$ cat src/cbs_pkg.sv
package cbs_pkg;

	// register byte addresses on the bus
	localparam logic [3:0] CBS_ADDR_STATUS = 4'h0;
	localparam logic [3:0] CBS_ADDR_CONTROL = 4'h4;
	localparam logic [3:0] CBS_ADDR_IRQ_STATUS = 4'h8;
	localparam logic [3:0] CBS_ADDR_IRQ_MASK = 4'hC;
	localparam int CBS_ADDR_W = 4;

	// board status word field positions
	localparam int CBS_ST_AUX_BIT = 24;
	localparam int CBS_ST_GPIN_LSB = 25;
	localparam int CBS_ST_GPIN_W = 5;
	localparam int CBS_ST_SW_LSB = 30;
	localparam int CBS_ST_SW_W = 2;

	// interrupt and io control word field positions
	localparam int CBS_CT_ENABLE_LSB = 0;
	localparam int CBS_CT_ENABLE_W = 6;
	localparam int CBS_CT_FRAME_GATE_BIT = 6;
	localparam int CBS_CT_IRQ_ANY_BIT = 7;
	localparam int CBS_CT_GLOBAL_EN_BIT = 8;
	localparam int CBS_CT_GPOUT_LSB = 10;
	localparam int CBS_CT_GPOUT_W = 7;
	localparam int CBS_CT_UART_RST_BIT = 17;
	localparam int CBS_CT_OVS_BIT = 18;
	localparam int CBS_CT_OVS_CLR_BIT = 19;

	// bits of the control word that software may store
	localparam logic [31:0] CBS_CT_WR_MASK = 32'h000B_FD7F;
	localparam logic [31:0] CBS_CT_RESET = 32'h0000_0000;

	// interrupt sources: status and mask registers share this layout
	localparam int CBS_IRQ_W = 7;
	localparam int CBS_IRQ_FRAME_END_BIT = 6;
	localparam logic [6:0] CBS_IRQ_MASK_RESET = 7'h7F;
	localparam logic [6:0] CBS_IRQ_STAT_RESET = 7'h00;

	// acquisition state codes
	localparam logic [1:0] CBS_AQ_SINGLE_FRAME_ACQUIRE = 2'h2;
	localparam logic [1:0] CBS_AQ_CONTINUOUS_ACQUIRE = 2'h3;

	// bus responses
	localparam logic [1:0] CBS_RESP_OKAY = 2'h0;
	localparam logic [1:0] CBS_RESP_SLVERR = 2'h2;

	// one-cycle event pulses from the acquisition logic, packed msb first
	typedef struct packed {
		logic frame_end;
		logic quad_command;
		logic serial_port;
		logic trigger;
		logic hardware;
		logic overstep;
		logic control_table;
	} cbs_events_s;

endpackage

$ cat src/cbs_regs.sv
// Functional notes
// - status bit 24 reads one while the auxiliary add-on board is attached, zero otherwise, and is read-only.
// - status bits 25 to 29 read the present levels of general inputs 0 to 4.
// - status bits 31 to 30 read the present position of the board switch.
// - control bits 0 to 5 enable the control table, overstep, hardware, trigger, serial port and quad sources.
// - with control bit 6 clear every frame end raises its interrupt, with it set only during single or continuous acquire.
// - read-only control bit 7 shows that the board is emitting an interrupt.
// - control bit 8 is a master enable; cleared, no interrupt reaches the host.
// - control bits 10 to 16 are stored and driven onto general outputs 0 to 6.
// - control bit 17 set holds the serial port reset asserted.
// - read-only control bit 18 is a sticky overstep flag, set on any overstep until cleared.
// - control bit 19 set holds the sticky overstep flag cleared.
`timescale 1ns/1ps
`default_nettype none

module cbs_regs (
	input wire logic clk_sys,
	input wire logic reset,
	input wire logic s_axi_awvalid,
	output logic s_axi_awready,
	input wire logic [cbs_pkg::CBS_ADDR_W-1:0] s_axi_awaddr,
	input wire logic s_axi_wvalid,
	output logic s_axi_wready,
	input wire logic [31:0] s_axi_wdata,
	input wire logic [3:0] s_axi_wstrb,
	output logic s_axi_bvalid,
	input wire logic s_axi_bready,
	output logic [1:0] s_axi_bresp,
	input wire logic s_axi_arvalid,
	output logic s_axi_arready,
	input wire logic [cbs_pkg::CBS_ADDR_W-1:0] s_axi_araddr,
	output logic s_axi_rvalid,
	input wire logic s_axi_rready,
	output logic [31:0] s_axi_rdata,
	output logic [1:0] s_axi_rresp,
	input wire logic aux_board_present,
	input wire logic [4:0] general_input,
	input wire logic [1:0] board_switch_state,
	input wire cbs_pkg::cbs_events_s events,
	input wire logic [1:0] acquire_state,
	output logic [6:0] general_output,
	output logic serial_port_reset,
	output logic host_irq
);
	import cbs_pkg::*;

	logic wr_en;
	logic [CBS_ADDR_W-1:0] wr_addr;
	logic [31:0] wr_data;
	logic [3:0] wr_strb;
	logic wr_ok;
	logic [31:0] rd_data;
	logic rd_ok;

	logic [7:0] pins_sync;
	logic aux_sync;
	logic [CBS_ST_GPIN_W-1:0] gpin_sync;
	logic [CBS_ST_SW_W-1:0] sw_sync;

	logic [31:0] ctl_r;
	logic [31:0] ctl_nxt;
	logic sticky_overstep_flag_r;
	logic [CBS_IRQ_W-1:0] irq_stat_r;
	logic [CBS_IRQ_W-1:0] irq_stat_nxt;
	logic [CBS_IRQ_W-1:0] irq_mask_r;
	logic [CBS_IRQ_W-1:0] irq_mask_nxt;
	logic irq_r;
	logic irq_nxt;

	// bus slave handles handshakes; this module only decodes and stores
	cbs_axil_slave u_bus (
		.clk_sys(clk_sys),
		.reset(reset),
		.s_axi_awvalid(s_axi_awvalid),
		.s_axi_awready(s_axi_awready),
		.s_axi_awaddr(s_axi_awaddr),
		.s_axi_wvalid(s_axi_wvalid),
		.s_axi_wready(s_axi_wready),
		.s_axi_wdata(s_axi_wdata),
		.s_axi_wstrb(s_axi_wstrb),
		.s_axi_bvalid(s_axi_bvalid),
		.s_axi_bready(s_axi_bready),
		.s_axi_bresp(s_axi_bresp),
		.s_axi_arvalid(s_axi_arvalid),
		.s_axi_arready(s_axi_arready),
		.s_axi_rready(s_axi_rready),
		.s_axi_rvalid(s_axi_rvalid),
		.s_axi_rdata(s_axi_rdata),
		.s_axi_rresp(s_axi_rresp),
		.wr_en(wr_en),
		.wr_addr(wr_addr),
		.wr_data(wr_data),
		.wr_strb(wr_strb),
		.wr_ok(wr_ok),
		.rd_data(rd_data),
		.rd_ok(rd_ok)
	);

	// board pins are asynchronous to clk_sys
	cbs_sync #(
		.WIDTH(8)
	) u_pin_sync (
		.clk_sys(clk_sys),
		.reset(reset),
		.async_in({board_switch_state, general_input, aux_board_present}),
		.sync_out(pins_sync)
	);

	assign aux_sync = pins_sync[0];
	assign gpin_sync = pins_sync[5:1];
	assign sw_sync = pins_sync[7:6];

	// write decode; low two address bits are ignored
	logic wr_status;
	logic wr_control;
	logic wr_irq_stat;
	logic wr_irq_mask;
	assign wr_status = wr_en && (wr_addr[CBS_ADDR_W-1:2] == CBS_ADDR_STATUS[CBS_ADDR_W-1:2]);
	assign wr_control = wr_en && (wr_addr[CBS_ADDR_W-1:2] == CBS_ADDR_CONTROL[CBS_ADDR_W-1:2]);
	assign wr_irq_stat = wr_en && (wr_addr[CBS_ADDR_W-1:2] == CBS_ADDR_IRQ_STATUS[CBS_ADDR_W-1:2]);
	assign wr_irq_mask = wr_en && (wr_addr[CBS_ADDR_W-1:2] == CBS_ADDR_IRQ_MASK[CBS_ADDR_W-1:2]);
	// the status word is accepted with OKAY but stores nothing
	assign wr_ok = wr_status | wr_control | wr_irq_stat | wr_irq_mask;

	// byte-lane expansion of the write strobes
	logic [31:0] wr_bits;
	assign wr_bits = {{8{wr_strb[3]}}, {8{wr_strb[2]}}, {8{wr_strb[1]}}, {8{wr_strb[0]}}};

	// only the storable control bits take write data; read-only bits keep zero here
	assign ctl_nxt = wr_control ? ((ctl_r & ~(wr_bits & CBS_CT_WR_MASK)) | (wr_data & wr_bits & CBS_CT_WR_MASK)) : ctl_r;

	// frame end only counts while acquiring when the gate bit is set
	logic acquiring;
	logic frame_end_hit;
	assign acquiring = (acquire_state == CBS_AQ_SINGLE_FRAME_ACQUIRE) || (acquire_state == CBS_AQ_CONTINUOUS_ACQUIRE);
	assign frame_end_hit = events.frame_end && (!ctl_r[CBS_CT_FRAME_GATE_BIT] || acquiring);

	// incoming event vector, frame end replaced by its gated form
	logic [CBS_IRQ_W-1:0] ev_set;
	assign ev_set = {frame_end_hit, events[CBS_IRQ_W-2:0]};

	// write-one-to-clear; a new event in the same cycle wins over the clear
	logic [CBS_IRQ_W-1:0] stat_clr;
	assign stat_clr = wr_irq_stat ? (wr_data[CBS_IRQ_W-1:0] & wr_bits[CBS_IRQ_W-1:0]) : '0;
	assign irq_stat_nxt = (irq_stat_r & ~stat_clr) | ev_set;

	assign irq_mask_nxt = wr_irq_mask ? ((irq_mask_r & ~wr_bits[CBS_IRQ_W-1:0]) | (wr_data[CBS_IRQ_W-1:0] & wr_bits[CBS_IRQ_W-1:0])) : irq_mask_r;

	// per-source enables: six from the control word, frame end governed by its gate and the mask
	logic [CBS_IRQ_W-1:0] src_en;
	assign src_en = {1'b1, ctl_r[CBS_CT_ENABLE_LSB +: CBS_CT_ENABLE_W]};

	// host interrupt needs a pending, enabled, unmasked source and the global enable
	assign irq_nxt = ctl_r[CBS_CT_GLOBAL_EN_BIT] && |(irq_stat_r & src_en & irq_mask_r);

	// control word storage; outputs drive straight from these bits
	always_ff @(posedge clk_sys) begin
		if (reset) begin
			ctl_r <= CBS_CT_RESET;
		end else begin
			ctl_r <= ctl_nxt;
		end
	end

	// sticky overstep flag; the hold-clear bit overrides a simultaneous overstep
	always_ff @(posedge clk_sys) begin
		if (reset) begin
			sticky_overstep_flag_r <= 1'b0;
		end else if (ctl_r[CBS_CT_OVS_CLR_BIT]) begin
			sticky_overstep_flag_r <= 1'b0;
		end else if (events.overstep) begin
			sticky_overstep_flag_r <= 1'b1;
		end
	end

	// interrupt status, mask and the registered request line
	always_ff @(posedge clk_sys) begin
		if (reset) begin
			irq_stat_r <= CBS_IRQ_STAT_RESET;
			irq_mask_r <= CBS_IRQ_MASK_RESET;
			irq_r <= 1'b0;
		end else begin
			irq_stat_r <= irq_stat_nxt;
			irq_mask_r <= irq_mask_nxt;
			irq_r <= irq_nxt;
		end
	end

	// read images of the two board words
	logic [31:0] status_word;
	logic [31:0] control_word;
	always_comb begin
		status_word = '0;
		status_word[CBS_ST_AUX_BIT] = aux_sync;
		status_word[CBS_ST_GPIN_LSB +: CBS_ST_GPIN_W] = gpin_sync;
		status_word[CBS_ST_SW_LSB +: CBS_ST_SW_W] = sw_sync;
	end

	always_comb begin
		control_word = ctl_r;
		control_word[CBS_CT_IRQ_ANY_BIT] = irq_r;
		control_word[CBS_CT_OVS_BIT] = sticky_overstep_flag_r;
	end

	// read decode; all four words are mapped, so every read answers OKAY
	logic [CBS_ADDR_W-3:0] rd_word;
	assign rd_word = s_axi_araddr[CBS_ADDR_W-1:2];
	assign rd_ok = 1'b1;
	always_comb begin
		case (rd_word)
			CBS_ADDR_STATUS[CBS_ADDR_W-1:2]: rd_data = status_word;
			CBS_ADDR_CONTROL[CBS_ADDR_W-1:2]: rd_data = control_word;
			CBS_ADDR_IRQ_STATUS[CBS_ADDR_W-1:2]: rd_data = {25'h0, irq_stat_r};
			CBS_ADDR_IRQ_MASK[CBS_ADDR_W-1:2]: rd_data = {25'h0, irq_mask_r};
			default: rd_data = 32'h0000_0000;
		endcase
	end

	assign general_output = ctl_r[CBS_CT_GPOUT_LSB +: CBS_CT_GPOUT_W];
	assign serial_port_reset = ctl_r[CBS_CT_UART_RST_BIT];
	assign host_irq = irq_r;

endmodule

`default_nettype wire

$ cat src/cbs_sync.sv
`timescale 1ns/1ps
`default_nettype none

module cbs_sync #(
	parameter int WIDTH = 1
) (
	input wire logic clk_sys,
	input wire logic reset,
	input wire logic [WIDTH-1:0] async_in,
	output logic [WIDTH-1:0] sync_out
);

	logic [WIDTH-1:0] stage1_r;
	logic [WIDTH-1:0] stage2_r;

	// two stages against metastability; only the second stage leaves this module
	always_ff @(posedge clk_sys) begin
		if (reset) begin
			stage1_r <= '0;
			stage2_r <= '0;
		end else begin
			stage1_r <= async_in;
			stage2_r <= stage1_r;
		end
	end

	assign sync_out = stage2_r;

endmodule

`default_nettype wire

$ cat src/cbs_axil_slave.sv
`timescale 1ns/1ps
`default_nettype none

module cbs_axil_slave (
	input wire logic clk_sys,
	input wire logic reset,
	input wire logic s_axi_awvalid,
	output logic s_axi_awready,
	input wire logic [cbs_pkg::CBS_ADDR_W-1:0] s_axi_awaddr,
	input wire logic s_axi_wvalid,
	output logic s_axi_wready,
	input wire logic [31:0] s_axi_wdata,
	input wire logic [3:0] s_axi_wstrb,
	output logic s_axi_bvalid,
	input wire logic s_axi_bready,
	output logic [1:0] s_axi_bresp,
	input wire logic s_axi_arvalid,
	output logic s_axi_arready,
	input wire logic s_axi_rready,
	output logic s_axi_rvalid,
	output logic [31:0] s_axi_rdata,
	output logic [1:0] s_axi_rresp,
	output logic wr_en,
	output logic [cbs_pkg::CBS_ADDR_W-1:0] wr_addr,
	output logic [31:0] wr_data,
	output logic [3:0] wr_strb,
	input wire logic wr_ok,
	input wire logic [31:0] rd_data,
	input wire logic rd_ok
);
	import cbs_pkg::*;

	logic awready_r;
	logic wready_r;
	logic bvalid_r;
	logic [1:0] bresp_r;
	logic arready_r;
	logic rvalid_r;
	logic [31:0] rdata_r;
	logic [1:0] rresp_r;
	logic [CBS_ADDR_W-1:0] waddr_r;
	logic [31:0] wdata_r;
	logic [3:0] wstrb_r;

	// both halves held and no response pending: commit the write this cycle
	assign wr_en = ~awready_r & ~wready_r & ~bvalid_r;
	assign wr_addr = waddr_r;
	assign wr_data = wdata_r;
	assign wr_strb = wstrb_r;

	// write channels; address and data may arrive in either order
	always_ff @(posedge clk_sys) begin
		if (reset) begin
			awready_r <= 1'b1;
			wready_r <= 1'b1;
			bvalid_r <= 1'b0;
			bresp_r <= CBS_RESP_OKAY;
			waddr_r <= '0;
			wdata_r <= '0;
			wstrb_r <= '0;
		end else begin
			if (s_axi_awvalid && awready_r) begin
				waddr_r <= s_axi_awaddr;
				awready_r <= 1'b0;
			end
			if (s_axi_wvalid && wready_r) begin
				wdata_r <= s_axi_wdata;
				wstrb_r <= s_axi_wstrb;
				wready_r <= 1'b0;
			end
			if (wr_en) begin
				bvalid_r <= 1'b1;
				bresp_r <= wr_ok ? CBS_RESP_OKAY : CBS_RESP_SLVERR;
			end
			if (bvalid_r && s_axi_bready) begin
				bvalid_r <= 1'b0;
				awready_r <= 1'b1;
				wready_r <= 1'b1;
			end
		end
	end

	// read channel; data is captured at the address handshake
	always_ff @(posedge clk_sys) begin
		if (reset) begin
			arready_r <= 1'b1;
			rvalid_r <= 1'b0;
			rdata_r <= '0;
			rresp_r <= CBS_RESP_OKAY;
		end else if (s_axi_arvalid && arready_r) begin
			arready_r <= 1'b0;
			rvalid_r <= 1'b1;
			rdata_r <= rd_data;
			rresp_r <= rd_ok ? CBS_RESP_OKAY : CBS_RESP_SLVERR;
		end else if (rvalid_r && s_axi_rready) begin
			rvalid_r <= 1'b0;
			arready_r <= 1'b1;
		end
	end

	assign s_axi_awready = awready_r;
	assign s_axi_wready = wready_r;
	assign s_axi_bvalid = bvalid_r;
	assign s_axi_bresp = bresp_r;
	assign s_axi_arready = arready_r;
	assign s_axi_rvalid = rvalid_r;
	assign s_axi_rdata = rdata_r;
	assign s_axi_rresp = rresp_r;

endmodule

`default_nettype wire

$ cat config.mk
export PLATFORM = sky130hd
export DESIGN_NAME = cbs_regs
export DESIGN_NICKNAME = d
export VERILOG_FILES = /design/src/cbs_pkg.sv /design/src/cbs_regs.sv /design/src/cbs_sync.sv /design/src/cbs_axil_slave.sv
export SDC_FILE = /design/constraint.sdc
export NUM_CORES = 1
export LEC_CHECK = 0
export ABC_AREA = 1
export BUFFER_PORTS_ARGS = -buffer_cell sky130_fd_sc_hd__buf_2
export CAP_MARGIN = 15
export CORE_UTILIZATION = 38
export CTS_CLUSTER_DIAMETER = 30
export DETAILED_ROUTE_END_ITERATION = 7
export RECOVER_POWER = 50
export SLEW_MARGIN = 20
export SYNTH_ARGS = -nofsm -noshare
export SYNTH_HDL_FRONTEND = slang
export SYNTH_SLANG_ARGS = --single-unit
$ cat constraint.sdc
create_clock -name clk_sys -period 1.4 [get_ports clk_sys]
set_input_delay 0.07 -clock clk_sys [delete_from_list [all_inputs] [get_ports clk_sys]]
set_output_delay 0.07 -clock clk_sys [all_outputs]
set_load 0.01 [all_outputs]
==> flow_summary.html <==
<table>
<tr><th>Metric</th><th>Value</th></tr>
<tr><th colspan="2">Layout</th></tr>
<tr><td>Area of all placed cells without fillers</td><td>5147 um2</td></tr>
<tr><td>Most common cell after layout, fill and taps aside</td><td>sky130_fd_sc_hd__nand2_1</td></tr>
<tr><td>Area growth from synthesis to final layout</td><td>25.70%</td></tr>
<tr><td>Layout filler cell count</td><td>1,075</td></tr>
<tr><td>Most frequent cells in the layout</td><td>129 x sky130_fd_sc_hd__nand2_1, 104 x sky130_fd_sc_hd__dfxtp_1, 89 x sky130_fd_sc_hd__nor2_1</td></tr>
<tr><td>Number of nets in the final layout</td><td>744</td></tr>
<tr><td>Share of cells above drive strength 1</td><td>11.89%</td></tr>
<tr><td>Inserted Diodes</td><td>0</td></tr>
<tr><td>Final core area utilization</td><td>49.64%</td></tr>
<tr><th colspan="2">Clock network</th></tr>
<tr><td>Register clock-pin slew on the reported worst setup and hold paths</td><td>100 ps</td></tr>
<tr><td>Maximum level of the CTS H-tree</td><td>3</td></tr>
<tr><td>CTS tree</td><td>done</td></tr>
<tr><td>Worst-skew pair later-pin latency</td><td>360 ps</td></tr>
<tr><td>Clock Root Buffer</td><td>sky130_fd_sc_hd__clkbuf_8</td></tr>
<tr><td>Number of buffers inserted by post-CTS setup repair</td><td>0</td></tr>
<tr><td>CTS Buf Count</td><td>9</td></tr>
<tr><td>Max Buffers Root-to-Sink</td><td>2</td></tr>
<tr><td>Number of sinks on the clock net</td><td>104</td></tr>
<tr><th colspan="2">Pwr</th></tr>
<tr><td>Fraction of power consumed by sequential logic</td><td>57.1%</td></tr>
<tr><td>Switching Share</td><td>27.07%</td></tr>
<tr><td>Peak VDD IR</td><td>488.5 uV</td></tr>
<tr><td>Design Power</td><td>5.536 mW</td></tr>
<tr><td>Proportion of power drawn by the clock network</td><td>32.4%</td></tr>
<tr><td>Int Power</td><td>4.038 mW</td></tr>
<tr><td>Leakage power</td><td>2.373 nW</td></tr>
<tr><td>Combinational Power Share</td><td>10.6%</td></tr>
<tr><td>Pwr per Cell Area</td><td>1076 nW/um2</td></tr>
<tr><td>Total net switching power</td><td>1.499 mW</td></tr>
<tr><th colspan="2">Hold path</th></tr>
<tr><td>Number of instances on the worst hold path</td><td>3</td></tr>
<tr><td>Hold Crit Endpoint</td><td>u_bus.wr_addr[3]$_SDFFE_PP0P_</td></tr>
<tr><td>Worst Hold Launch</td><td>s_axi_awaddr[3]</td></tr>
<tr><td>Worst hold-check path type</td><td>in -&gt; reg</td></tr>
<tr><th colspan="2">GRT</th></tr>
<tr><td>Wire length of the first global-routing pass</td><td>16.19 mm</td></tr>
<tr><td>Gr usage total</td><td>17.98%</td></tr>
<tr><td>Number of antenna violations at the first check in global routing</td><td>0</td></tr>
<tr><td>Largest net degree at the start of global routing</td><td>54</td></tr>
<tr><td>Global route overflow</td><td>0</td></tr>
<tr><td>Via count of the first global-routing pass</td><td>3,588</td></tr>
<tr><th colspan="2">Critical path</th></tr>
<tr><td>Critical-path maximum fanout</td><td>53</td></tr>
<tr><td>Crit path launch type</td><td>input pin</td></tr>
<tr><td>Cells along the critical path</td><td>dlygate4sd3_1 &gt; buf_2 &gt; clkbuf_4 &gt; a21oi_1 &gt; o21a_1</td></tr>
<tr><td>Crit Reg-Reg Startpoint</td><td>u_bus.s_axi_awready$_SDFFE_PP1P_</td></tr>
<tr><td>Number of buffer and inverter stages on the critical path</td><td>3</td></tr>
<tr><td>Slack of the worst reg-to-reg path</td><td>140 ps</td></tr>
<tr><td>Slowest-stage cell, CP</td><td>sky130_fd_sc_hd__dlygate4sd3_1</td></tr>
<tr><td>Arrival @ worst endpoint</td><td>1610 ps</td></tr>
<tr><td>Category of cells accounting for the largest share of critical-path delay</td><td>buffers and inverters</td></tr>
<tr><td>Slowest Stage Delay on Critical Path</td><td>530 ps</td></tr>
<tr><td>Kind of end point of the critical path</td><td>register</td></tr>
<tr><td>Worst reg2reg path depth</td><td>6</td></tr>
<tr><td>Class of the most critical setup path</td><td>in -&gt; reg</td></tr>
<tr><td>Worst endpoint required time</td><td>1720 ps</td></tr>
<tr><th colspan="2">Logic synthesis</th></tr>
<tr><td>Number of distinct standard cells referenced by the synthesized netlist</td><td>22</td></tr>
<tr><td>Library cell occupying the most area in the post-synthesis netlist</td><td>sky130_fd_sc_hd__dfxtp_1</td></tr>
<tr><td>Synthesis warning total</td><td>0</td></tr>
<tr><td>Synthesis-stage register bit count</td><td>104</td></tr>
<tr><td>Top_reg_cell synth</td><td>sky130_fd_sc_hd__dfxtp_1</td></tr>
<tr><td>Post-synth EDFFs</td><td>0</td></tr>
<tr><td>Main area contributors after synthesis</td><td>sky130_fd_sc_hd__dfxtp_1 51%, sky130_fd_sc_hd__nand2_1 12%, sky130_fd_sc_hd__nor2_1 8.2%</td></tr>
<tr><td>Portion of synthesized cell area occupied by the leading cell type</td><td>50.84%</td></tr>
<tr><td>Sequential share of the synthesized area</td><td>50.84%</td></tr>
<tr><td>Cells after Synth</td><td>559</td></tr>
<tr><td>Syn Area/Cell</td><td>7.326 um2</td></tr>
<tr><td>Post-synthesis cell area</td><td>4095 um2</td></tr>
<tr><td>Share of synthesized registers carrying an async set or reset</td><td>0%</td></tr>
<tr><th colspan="2">Status</th></tr>
<tr><td>Outcome</td><td>complete, no violations</td></tr>
<tr><th colspan="2">Placement</th></tr>
<tr><td>Port Buffers</td><td>88</td></tr>
<tr><td>Area of placed instances</td><td>4624 um2</td></tr>
<tr><td>Placer's final routability congestion estimate</td><td>0.7757</td></tr>
<tr><td>Placed wire-length estimate after detailed placement</td><td>6.443 mm</td></tr>
<tr><th colspan="2">Timing</th></tr>
<tr><td>Hold Fails Final Rpt</td><td>0</td></tr>
<tr><td>Maximum clock frequency</td><td>770.6 MHz</td></tr>
<tr><td>Setup repair after global routing missed its margin</td><td>no</td></tr>
<tr><td>Final Slew Violations</td><td>0</td></tr>
<tr><td>Slew of the pin with the lowest slew margin</td><td>579.7 ps</td></tr>
<tr><td>Final worst path period need</td><td>1298 ps</td></tr>
<tr><td>Number of endpoints failing setup at the final stage</td><td>0</td></tr>
<tr><td>Setup tns final</td><td>0 ps</td></tr>
<tr><td>Final hold slack</td><td>12.46 ps</td></tr>
<tr><td>Setup skew after layout</td><td>9.672 ps</td></tr>
<tr><td>Post-route clock period utilization</td><td>92.69%</td></tr>
<tr><td>Headroom to the max-slew limit</td><td>61.21%</td></tr>
<tr><th colspan="2">Routing</th></tr>
<tr><td>Routed via count</td><td>3,713</td></tr>
<tr><td>Residual antenna-violating net count after detailed routing</td><td>0</td></tr>
<tr><td>Total Routed Length</td><td>9.438 mm</td></tr>
<tr><td>Number of remaining DRC errors</td><td>0</td></tr>
<tr><td>DR WL/cell</td><td>11.55 um</td></tr>
<tr><td>DRT Pass-1 Iters</td><td>4</td></tr>
<tr><td>Per-cell via count in the routed design</td><td>4.545</td></tr>
<tr><td>Drt first-iter violations</td><td>182</td></tr>
<tr><th colspan="2">Die</th></tr>
<tr><td>Effective utilization at floorplan</td><td>39.49%</td></tr>
<tr><td>Die footprint</td><td>11,200 um2</td></tr>
<tr><td>Horizontal die dimension</td><td>105.8 um</td></tr>
<tr><td>I/O pins</td><td>118</td></tr>
<tr><td>Core region area</td><td>10,370 um2</td></tr>
<tr><td>Y dimension of the die</td><td>105.8 um</td></tr>
<tr><td>Number of placement rows</td><td>37</td></tr>
<tr><th colspan="2">Job</th></tr>
<tr><td>Max Cap Viol</td><td>0</td></tr>
</table>
-- worst min-delay path, stage by stage --
cell and delay, ps:
sky130_fd_sc_hd__buf_2 80, sky130_fd_sc_hd__o21ai_0 80, sky130_fd_sc_hd__a21oi_1 120
-- metrics by stage --
step | cells | worst slack [ps]
6_report | 817 | 102.3
5_1_grt | 817 | 22.64
4_1_cts | 817 | 62.64
3_5_place_dp | 762 | 103.2
3_3_place_gp | 762 | 126.5
2_1_floorplan | 566 | 113.6
-- power by group through the flow --
stage	Sequential [mW]	Clock [mW]	Combinational, mW
finish	3.16	1.79	0.586
global route	3.18	1.97	0.669
CTS	3.16	1.86	0.601
detailed placement	3.23	0	0.518
global placement	3.22	0	0.507
floorplan	3.22	0	0.339
-- worst max path at each step --
stage,from,endpoint,slack [ps],cells after the start
6_report,reset,u_bus.s_axi_bvalid$_SDFFE_PP0P_,100,5
5_1_grt,reset,u_bus.s_axi_bvalid$_SDFFE_PP0P_,20,5
4_1_cts,u_bus.s_axi_awready$_SDFFE_PP1P_,register,60,7
3_5_place_dp,u_bus.s_axi_awready$_SDFFE_PP1P_,register,100,7
3_3_place_gp,u_bus.s_axi_awready$_SDFFE_PP1P_,register,130,7
2_1_floorplan,u_bus.s_axi_awready$_SDFFE_PP1P_,register,110,6
-- metal layers --
layer / up-vias / track usage, % / wire (um)
met3: 11 / 2.907 / 346
li1: 1947 / - / -
met4: 0 / 6.349 / 126
met1: 1673 / 22.92 / 4433
met5: - / 0 / 0
met2: 82 / 30.58 / 4531
-- area by class of cell --
type	count	area, um2	share of cell area (%)
tap	136	170.2	3.306
clock inverter	6	62.56	1.215
sequential	104	2082	40.45
multi-input combinational	358	1580	30.70
clock buffer	10	127.6	2.479
timing repair buffer	140	888.4	17.26
inverter	63	236.5	4.594
-- cells in the mapped netlist (2+ instances only) --
| cell type | n |
|---|---|
| sky130_fd_sc_hd__a21oi_1 | 38 |
| sky130_fd_sc_hd__buf_1 | 3 |
| sky130_fd_sc_hd__buf_2 | 4 |
| sky130_fd_sc_hd__buf_4 | 17 |
| sky130_fd_sc_hd__clkbuf_1 | 16 |
| sky130_fd_sc_hd__dfxtp_1 | 104 |
| sky130_fd_sc_hd__inv_1 | 63 |
| sky130_fd_sc_hd__nand2_1 | 130 |
| sky130_fd_sc_hd__nand3_1 | 46 |
| sky130_fd_sc_hd__nand3b_1 | 7 |
| sky130_fd_sc_hd__nand4_1 | 7 |
| sky130_fd_sc_hd__nor2_1 | 89 |
| sky130_fd_sc_hd__nor2_4 | 2 |
| sky130_fd_sc_hd__o21ai_0 | 25 |
-- cell families after synthesis --
group,Yosys count,synth area share (%)
AOI/OAI and AO/OA,64,7.883
and+or+nand+nor,286,29.79
other,1,0.09157
buffers and inverters,104,11.40
DFF,104,50.84
-- repair_timing --
action / in CTS / in global routing
resized for setup: 0 / 2
endpoints found under the hold margin: 40 / 0
hold buffers: 39 / 0
setup endpoints to repair: 0 / 14
Note: power is estimated with default switching activity, not from simulation.
